--- src/design/pes_pkg.sv ---
// Shared types and constants for the power, error and flow-control status group.
// Assumes a single user clock domain; all producers sit on that same clock.
//
// Functional notes
// Function power states packed 3 bits each: fn0 [2:0], fn1 [5:3], [11:6] reserved.
// Power codes: 000 D0 uninitialized, 001 D0 active, 010 D1, 100 D3 hot.
// Virtual function states on 24 bits, same coding, vf0 lowest, [23:18] reserved.
// Link power state 00 L0, 01 L0s, 10 L1; 11 (L2) is unsupported.
// Endpoint pulses correctable-error output one cycle per unmasked correctable error.
// Endpoint pulses non-fatal-error output one cycle per unmasked non-fatal error.
// Endpoint pulses fatal-error output one cycle per unmasked fatal error.
// Multi-function endpoint error outputs OR the per-function device status error bits.
// Root port error outputs follow local unmasked errors only, never remote messages.
// User logic must not fully trust error pulses across clocks or all link configs.
// Latency tolerance enable output mirrors function 0 mechanism enable bit.
// User sends latency messages only while enabled, endpoint only; root ignores it.
// Tag-available output reads 1 while at least one request tag is free.
// Header credit code: 00 none or less, 01 one, 10 two, 11 three or more.
// User holds new non-posted requests while credit code is zero or no tag.
package pes_pkg;

  // ------------------------------------------------------------
  // Geometry
  // ------------------------------------------------------------
  localparam int PES_NUM_PF = 2;
  localparam int PES_NUM_VF = 6;
  localparam int PES_FLD_W = 3;
  localparam int PES_PF_VEC_W = 12;
  localparam int PES_VF_VEC_W = 24;
  localparam int PES_PF_USED_W = PES_NUM_PF * PES_FLD_W;
  localparam int PES_VF_USED_W = PES_NUM_VF * PES_FLD_W;
  localparam logic [5:0] PES_PF_RSVD = 6'h00;
  localparam logic [5:0] PES_VF_RSVD = 6'h00;

  // ------------------------------------------------------------
  // Encodings
  // ------------------------------------------------------------
  typedef enum logic [2:0] {
    PES_D0_UNINIT = 3'b000,
    PES_D0_ACTIVE = 3'b001,
    PES_D1 = 3'b010,
    PES_D3_HOT = 3'b100
  } pes_dstate_e;

  typedef enum logic [1:0] {
    PES_L0 = 2'b00,
    PES_L0S = 2'b01,
    PES_L1 = 2'b10,
    PES_L2 = 2'b11
  } pes_lstate_e;

  localparam logic [1:0] PES_CRD_NONE = 2'b00;
  localparam logic [1:0] PES_CRD_ONE = 2'b01;
  localparam logic [1:0] PES_CRD_TWO = 2'b10;
  localparam logic [1:0] PES_CRD_MANY = 2'b11;
  localparam int PES_CRD_ONE_N = 1;
  localparam int PES_CRD_TWO_N = 2;
  localparam logic [1:0] PES_TAG_NONE = 2'b00;
  localparam logic [1:0] PES_TAG_AVAIL = 2'b01;

  // ------------------------------------------------------------
  // Carriers and state
  // ------------------------------------------------------------
  typedef struct packed {
    logic fatal;
    logic nonfatal;
    logic cor;
  } pes_err_s;

  typedef struct packed {
    logic [PES_NUM_PF-1:0] status;
    logic pulse;
  } pes_cls_s;

  typedef struct packed {
    logic [PES_PF_VEC_W-1:0] pf_pwr;
    logic [PES_VF_VEC_W-1:0] vf_pwr;
    logic [1:0] link_pwr;
    pes_err_s err_pulse;
    pes_err_s err_any;
    logic ltr_en;
    logic [1:0] tag_av;
    logic [1:0] nph;
  } pes_out_s;

endpackage

--- src/design/pes_credit_code.sv ---
// Saturating encoder from a signed credit count to a two-bit level code.
// Assumes the count is a plain same-clock value; purely combinational.
`timescale 1ns/1ps
module pes_credit_code #(
  parameter int CRD_W = 8
) (
  input wire logic signed [CRD_W-1:0] crd_count,
  output logic [1:0] crd_code
);
  import pes_pkg::*;

  // Zero or below maps to none, three and above saturate
  always_comb begin
    if (int'(crd_count) < PES_CRD_ONE_N) begin
      crd_code = PES_CRD_NONE;
    end else if (int'(crd_count) == PES_CRD_ONE_N) begin
      crd_code = PES_CRD_ONE;
    end else if (int'(crd_count) == PES_CRD_TWO_N) begin
      crd_code = PES_CRD_TWO;
    end else begin
      crd_code = PES_CRD_MANY;
    end
  end

endmodule

--- src/design/pes_err_class.sv ---
// One error class: per-function sticky status bits plus a one-cycle report pulse.
// Assumes events, masks and clears come from same-clock core logic.
`timescale 1ns/1ps
module pes_err_class (
  input wire logic clk,
  input wire logic reset,
  input wire logic root_mode,
  input wire logic [pes_pkg::PES_NUM_PF-1:0] err_event,
  input wire logic [pes_pkg::PES_NUM_PF-1:0] report_en,
  input wire logic [pes_pkg::PES_NUM_PF-1:0] status_clear,
  output logic err_pulse,
  output logic status_any
);
  import pes_pkg::*;

  pes_cls_s st_q;
  pes_cls_s st_d;

  // Status bits are set on any detection, a set beats a same-cycle clear
  always_comb begin
    st_d = st_q;
    st_d.status = (st_q.status & ~status_clear) | err_event;
    if (root_mode) begin
      st_d.pulse = err_event[0] & report_en[0];
    end else begin
      st_d.pulse = |(err_event & report_en);
    end
  end

  // State register
  always_ff @(posedge clk) begin
    if (reset) begin
      st_q <= '0;
    end else begin
      st_q <= st_d;
    end
  end

  assign err_pulse = st_q.pulse;
  assign status_any = |st_q.status;

endmodule

--- src/design/pes_status_top.sv ---
// Power state, error pulse, latency enable, tag and header credit status outputs.
// Assumes all inputs come from core logic on clk; outputs feed user logic.
`timescale 1ns/1ps
module pes_status_top #(
  parameter int TAG_CNT_W = 6,
  parameter int CRD_W = 8
) (
  input wire logic clk,
  input wire logic reset,
  input wire logic root_port_mode,
  input wire pes_pkg::pes_dstate_e [pes_pkg::PES_NUM_PF-1:0] pf_power_state_in,
  input wire pes_pkg::pes_dstate_e [pes_pkg::PES_NUM_VF-1:0] vf_power_state_in,
  input wire pes_pkg::pes_lstate_e link_power_state_in,
  input wire pes_pkg::pes_err_s [pes_pkg::PES_NUM_PF-1:0] err_event_in,
  input wire pes_pkg::pes_err_s [pes_pkg::PES_NUM_PF-1:0] err_report_en,
  input wire pes_pkg::pes_err_s [pes_pkg::PES_NUM_PF-1:0] err_status_clear,
  input wire logic ltr_mech_enable_pf0,
  input wire logic [TAG_CNT_W-1:0] tags_free,
  input wire logic signed [CRD_W-1:0] nph_credits,
  output logic [pes_pkg::PES_PF_VEC_W-1:0] function_power_state_vector,
  output logic [pes_pkg::PES_VF_VEC_W-1:0] virtual_fn_power_state_vector,
  output logic [1:0] link_power_state,
  output logic err_correctable_pulse,
  output logic err_nonfatal_pulse,
  output logic err_fatal_pulse,
  output pes_pkg::pes_err_s err_status_any,
  output logic ltr_enable,
  output logic [1:0] request_tag_available,
  output logic [1:0] nonposted_header_credit_level
);
  import pes_pkg::*;

  // ------------------------------------------------------------
  // Error classes
  // ------------------------------------------------------------
  logic [PES_NUM_PF-1:0] ev_cor, ev_nf, ev_fat;
  logic [PES_NUM_PF-1:0] en_cor, en_nf, en_fat;
  logic [PES_NUM_PF-1:0] clr_cor, clr_nf, clr_fat;
  pes_err_s cls_pulse;
  pes_err_s cls_any;
  logic [1:0] nph_code;

  // Split the per-function error structs into per-class vectors
  always_comb begin
    for (int i = 0; i < PES_NUM_PF; i++) begin
      ev_cor[i] = err_event_in[i].cor;
      ev_nf[i] = err_event_in[i].nonfatal;
      ev_fat[i] = err_event_in[i].fatal;
      en_cor[i] = err_report_en[i].cor;
      en_nf[i] = err_report_en[i].nonfatal;
      en_fat[i] = err_report_en[i].fatal;
      clr_cor[i] = err_status_clear[i].cor;
      clr_nf[i] = err_status_clear[i].nonfatal;
      clr_fat[i] = err_status_clear[i].fatal;
    end
  end

  pes_err_class u_cor (
    .clk(clk),
    .reset(reset),
    .root_mode(root_port_mode),
    .err_event(ev_cor),
    .report_en(en_cor),
    .status_clear(clr_cor),
    .err_pulse(cls_pulse.cor),
    .status_any(cls_any.cor)
  );

  pes_err_class u_nf (
    .clk(clk),
    .reset(reset),
    .root_mode(root_port_mode),
    .err_event(ev_nf),
    .report_en(en_nf),
    .status_clear(clr_nf),
    .err_pulse(cls_pulse.nonfatal),
    .status_any(cls_any.nonfatal)
  );

  pes_err_class u_fat (
    .clk(clk),
    .reset(reset),
    .root_mode(root_port_mode),
    .err_event(ev_fat),
    .report_en(en_fat),
    .status_clear(clr_fat),
    .err_pulse(cls_pulse.fatal),
    .status_any(cls_any.fatal)
  );

  // ------------------------------------------------------------
  // Credit encoder
  // ------------------------------------------------------------
  pes_credit_code #(
    .CRD_W(CRD_W)
  ) u_nph (
    .crd_count(nph_credits),
    .crd_code(nph_code)
  );

  // ------------------------------------------------------------
  // Output state
  // ------------------------------------------------------------
  pes_out_s st_q;
  pes_out_s st_d;

  // Legal power code check; a reserved code holds the last reported value
  function automatic logic dcode_ok(input logic [2:0] c);
    dcode_ok = (c == PES_D0_UNINIT) || (c == PES_D0_ACTIVE) ||
      (c == PES_D1) || (c == PES_D3_HOT);
  endfunction

  // Next-state for every reported field
  always_comb begin
    st_d = st_q;
    for (int i = 0; i < PES_NUM_PF; i++) begin
      if (dcode_ok(pf_power_state_in[i])) begin
        st_d.pf_pwr[i*PES_FLD_W +: PES_FLD_W] = pf_power_state_in[i];
      end
    end
    st_d.pf_pwr[PES_PF_VEC_W-1:PES_PF_USED_W] = PES_PF_RSVD;
    for (int j = 0; j < PES_NUM_VF; j++) begin
      if (dcode_ok(vf_power_state_in[j])) begin
        st_d.vf_pwr[j*PES_FLD_W +: PES_FLD_W] = vf_power_state_in[j];
      end
    end
    st_d.vf_pwr[PES_VF_VEC_W-1:PES_VF_USED_W] = PES_VF_RSVD;
    if (link_power_state_in != PES_L2) begin
      st_d.link_pwr = link_power_state_in;
    end
    st_d.err_pulse = cls_pulse;
    st_d.err_any = cls_any;
    st_d.ltr_en = ltr_mech_enable_pf0;
    st_d.tag_av = (tags_free != '0) ? PES_TAG_AVAIL : PES_TAG_NONE;
    st_d.nph = nph_code;
  end

  // Output register, cleared on reset
  always_ff @(posedge clk) begin
    if (reset) begin
      st_q <= '0;
    end else begin
      st_q <= st_d;
    end
  end

  // Ports straight from the state register
  assign function_power_state_vector = st_q.pf_pwr;
  assign virtual_fn_power_state_vector = st_q.vf_pwr;
  assign link_power_state = st_q.link_pwr;
  assign err_correctable_pulse = st_q.err_pulse.cor;
  assign err_nonfatal_pulse = st_q.err_pulse.nonfatal;
  assign err_fatal_pulse = st_q.err_pulse.fatal;
  assign err_status_any = st_q.err_any;
  assign ltr_enable = st_q.ltr_en;
  assign request_tag_available = st_q.tag_av;
  assign nonposted_header_credit_level = st_q.nph;
endmodule

--- config.mk ---
export PLATFORM = sky130hd
export DESIGN_NAME = pes_status_top
export DESIGN_NICKNAME = d
export VERILOG_FILES = /design/src/design/pes_pkg.sv /design/src/design/pes_credit_code.sv /design/src/design/pes_err_class.sv /design/src/design/pes_status_top.sv
export SDC_FILE = /design/constraint.sdc
export NUM_CORES = 1
export LEC_CHECK = 0
export BUFFER_PORTS_ARGS = -buffer_cell sky130_fd_sc_hd__buf_4
export CORE_ASPECT_RATIO = 1.25
export CORE_MARGIN = 5
export CORE_UTILIZATION = 43
export CTS_CLUSTER_DIAMETER = 60
export DETAILED_ROUTE_END_ITERATION = 6
export PLACE_DENSITY = 0.81
export REMOVE_ABC_BUFFERS = 1
export SETUP_SLACK_MARGIN = 0.1
export SYNTH_ARGS = -nofsm -noshare
export SYNTH_HDL_FRONTEND = slang
export SYNTH_SLANG_ARGS = --single-unit
--- constraint.sdc ---
create_clock -name clk -period 1.2 [get_ports clk]
set_input_delay 0.36 -clock clk [delete_from_list [all_inputs] [get_ports clk]]
set_output_delay 0.36 -clock clk [all_outputs]
set_load 0.01 [all_outputs]
Word-level counts from Yosys, hierarchy flattened
Index checks and enable logic that the tools add are counted.
W data, S select, Z words.

cells by class
  magnitude comparators = 1
  eq/ne operators = 27
  mux-type cells = 6
  bitwise operators = 15
  reductions and logical operators = 41

operators with widths
  operator              count
  $eq A3 B1 Y1 const B  8
  $eq A3 B2 Y1 const B  8
  $eq A3 B3 Y1 const B  8
  $logic_not A3 Y1      8
  $logic_or A1 B1 Y1    24
  $reduce_or A2 Y1      7
  $and A2 B2 Y2         6
  $eq A8 B2 Y1 const B  1
  $eq A8 B3 Y1 const B  1
  $lt A8 B2 Y1 const B  1
  $mux W1               6
  $not A2 Y2            3
  $or A2 B2 Y2          3
  $reduce_bool A6 Y1    1
  $and A1 B1 Y1         3
  $reduce_or A3 Y1      1
  $ne A2 B2 Y1 const B  1

word-level totals
  register bits after elaboration = 58
  input bits = 62

Logic depth before layout (Yosys ltp)
  depth after elaboration = 4
  gate-level depth with buffers = 3
  mapped depth without buffers = 2

Modules after synthesis
From an unflattened synthesis, not the netlist that was laid out.

unflattened totals
  cells, all modules = 212
  area total of the unflattened synthesis = 1945.6 µm²

by module, submodules not included
  module           instances  cells an instance  area each (µm²)  seq. area each (µm²)
  pes_status_top   1          168                1577.8           720.7
  pes_err_class    3          13                 112.6            60.1
  pes_credit_code  1          5                  30.0             0.0

Worst setup path after synthesis
No wires, ideal clock.

  path type = input port to flip-flop
  start point = input port reset
  end point = register st_q, in the netlist function_power_state_vector[0]
  arrival time = 1.005 ns
  required time = 1.131 ns
  path slack = 0.127 ns
  stages = 3
  path through = buf_2 > or4b_1 > o21ai_1

RTL lines
  element                 line                   text
  start: declaration      pes_status_top.sv:9    input wire logic reset,
  end signal: assignment  pes_status_top.sv:143  st_q <= st_d;
  end: declaration        pes_status_top.sv:104  pes_out_s st_q;

Worst setup path after layout
  start point = register st_q, in the netlist virtual_fn_power_state_vector[13]
  end point = output port virtual_fn_power_state_vector[13] in the netlist's numbering

RTL lines
  element           line                  text
  end: declaration  pes_status_top.sv:21  output logic [pes_pkg::PES_VF_VEC_W-1:0] virtual_fn_power_state_vector,

No word-level cell between the ends.

==> qor.txt <==
Cell with the most instances after synthesis: dfxtp_1
Slew Viols, Final: 0
Crit path max fanout: 2
Fin worst setup slack: 0.1073 ns
Vias in the first global route: 1682
Outcome: complete, no violations
Gpl congestion: 0.7297
Clk Latency, worst-skew pair: 0.28 ns
RSZ-0062 raised after global routing: yes
Die W: 69.86 um
DRT iter0 DRCs: 81
DR WL/cell: 12.28 um
Top area cells in the synthesized netlist: dfxtp_1, or4b_1, nand2b_1
Yosys top cell area share: 46.78%
Clk slew on worst S/H paths: 0.08 ns
VDD IR max: 836.8 uV
Ys async rst share: 0%
Synth cell count leaders: dfxtp_1, a21oi_1, nand2b_1
Post-synth top area cell: dfxtp_1
CTS tree: done
Area Overhead vs Synth: 56.21%
Mapped Area: 1926 um^2
Layout net count: 381
CTS Buffer Depth: 2
Worst-path cell chain: buf_6
WP data required: 0.84 ns
Placement Setup Slack: -0.05586 ns
Depth of the CTS H-tree: 2
Vias per cell: 4.847
Worst path bufs/invs: 1
Avg Cell Area, Syn: 9.126 um^2
Most used DFF post-synth: dfxtp_1
Clock Skew: 0.002181 ns
Post-synth EDFFs: 0
Fmax achieved: 915.2 MHz
R2r setup slk: 0.36 ns
Pwr per Cell Area: 1050 nW/um^2
Type of the most critical hold path: input pin to flop
Seq/Total Area, Yosys: 46.78%
Tmin final: 1.093 ns
Final HPWL DP: 3.438 mm
Hold_buf cts: 0
Die height: 84.82 um
Vias: 1832
Synthesis Warnings: 0
Global-route usage over all layers: 15.11%
Die ar.: 5925 um^2
Share of layout cells above drive strength 1: 47.50%
CP top delay family: flip-flops
Max-cap violations: 0
Antenna diodes: 0
Core box area: 4358 um^2
Pin count of the biggest net entering global routing: 44
Post-Synthesis Cells: 211
R2R cell count: 4
Initial antenna violation count: 0
Hold path cells: 2
Drt first pass iters: 6
First-pass GRT wire length: 7.500 mm
Starting Density: 44.19%
Buffers on Ports: 97
Num CTS Buffers: 5
Slowest-stage cell, CP: dfxtp_2
Final setup vio count: 0
Leak Pwr: 1.321 nW
Placement Rows: 27
DRC errors left: 0
#FFs+latches synth: 45
Hold Path Sink: nonposted_header_credit_level[1]
Setup TNS: 0 ns
Io pins: 111
Worst R2R End: link_power_state[0]
Total clock sinks: 45
CP arrival: 0.73 ns
ANT nets after route: 0
CTS root buffer: clkbuf_8
Hold Crit Start: nph_credits[7]
Final wirelength: 4.641 mm
CP endpoint kind: output port
CP Class: flop to output port
Total congestion overflow: 0
Cell variety after synth: 19
Origin of the critical flop-to-flop path: link_power_state[0]
Max stage delay on crit path: 0.34 ns
Final hold violation count: 0
Period utilization: 91.06%
Startpoint Class: flop
==> cell families after synthesis <==
kind of cell / count (synthesis) / share of synthesized area (%)
and+or+nand+nor: 79 / 29.24
AOI/OAI and AO/OA: 60 / 15.85
buffers and inverters: 26 / 7.927
DFF: 45 / 46.78
other: 1 / 0.1947
==> cells in the final DEF, fill, tap and decap left out <==
| cell | count |
|---|---|
| nor4_1 | 3 |
| buf_6 | 35 |
| clkbuf_8 | 7 |
| o21ai_1 | 2 |
| nor3b_1 | 2 |
| nand2_1 | 3 |
| nor2b_1 | 6 |
| dfxtp_1 | 10 |
| nand3b_1 | 3 |
| nor2_1 | 8 |
| or4b_1 | 24 |
| nand2b_1 | 30 |
| clkinv_2 | 1 |
| a211oi_1 | 2 |
| a21oi_1 | 34 |
| buf_4 | 74 |
| inv_1 | 6 |
| dfxtp_2 | 35 |
| o21ai_0 | 22 |
| conb_1 | 13 |
==> power by group <==
group          internal (W)  total, W  switching, W  leakage (nW)
sequential          0.00158   0.00162     0.0000435         0.384
clock              0.000520  0.000980      0.000460        0.0542
combinational      0.000331  0.000555      0.000224         0.883
total               0.00243   0.00316      0.000727          1.32
==> flip-flops by register name (all words and copies together) (netlist names) <==
| register | cells |
|---|---|
| nonposted_header_credit_level | 2 |
| function_power_state_vector | 6 |
| link_power_state | 2 |
| u_fat.err_pulse | 1 |
| u_cor.err_pulse | 1 |
| request_tag_available | 1 |
| u_cor.st_q | 2 |
| u_fat.st_q | 2 |
| u_nf.err_pulse | 1 |
| err_nonfatal_pulse | 1 |
| err_correctable_pulse | 1 |
| u_nf.st_q | 2 |
| virtual_fn_power_state_vector | 18 |
| err_status_any | 3 |
| err_fatal_pulse | 1 |
| ltr_enable | 1 |
==> routing by layer <==
layer | share of wire (%) | track usage [%] | up-vias
li1 | - | - | 939
met1 | 40 | 16.92 | 821
met2 | 52 | 27.69 | 67
met3 | 7.0 | 4.384 | 5
met4 | 0.90 | 4.181 | 0
met5 | 0 | 0 | -
==> timing repair <==
item,4_1_cts,5_1_grt
gates cloned,0,0
gates resized for setup,56,14
setup endpoints to repair,28,35
endpoints found under the hold margin,0,0
buffers inserted,4,3
==> worst max path at each step <==
stage / slack (ns) / depth (start not counted) / to / start
4_1_cts: 0.09 / 1 / virtual_fn_power_state_vector[12] / virtual_fn_power_state_vector[12]
5_1_grt: 0.07 / 1 / function_power_state_vector[1] / function_power_state_vector[1]
6_report: 0.11 / 1 / virtual_fn_power_state_vector[13] / virtual_fn_power_state_vector[13]
3_3_place_gp: -0.03 / 3 / virtual_fn_power_state_vector[10] / reset
2_1_floorplan: 0.21 / 2 / function_power_state_vector[0] / pf_power_state_in[2]
3_5_place_dp: -0.06 / 3 / virtual_fn_power_state_vector[3] / reset
==> per-stage QoR <==
step	cell area (um^2)	hold WS (ns)	power (W)	util [%]	std cells
floorplan	1841	0.4138	0.001799	-	203
global placement	2679	0.4231	0.002133	61.47	363
detailed placement	2679	0.4254	0.002146	61.47	363
CTS	2950	0.2270	0.003176	67.70	375
global route	3008	0.2151	0.003328	69.02	378
finish	3008	0.2313	0.003159	69.02	378
==> final cells by class <==
| type | instances | area, um^2 |
|---|---|---|
| Clock buffer | 7 | 96.34 |
| Timing Repair Buffer | 109 | 949.7 |
| Sequential cell | 45 | 944.7 |
| Multi-Input combinational cell | 152 | 917.1 |
| Inverter | 6 | 22.52 |
| Clock inverter | 1 | 5.005 |
| Tap cell | 58 | 72.57 |
| Fill cell | 360 | 1350 |
No activity file was read; power rests on OpenSTA's default activity.
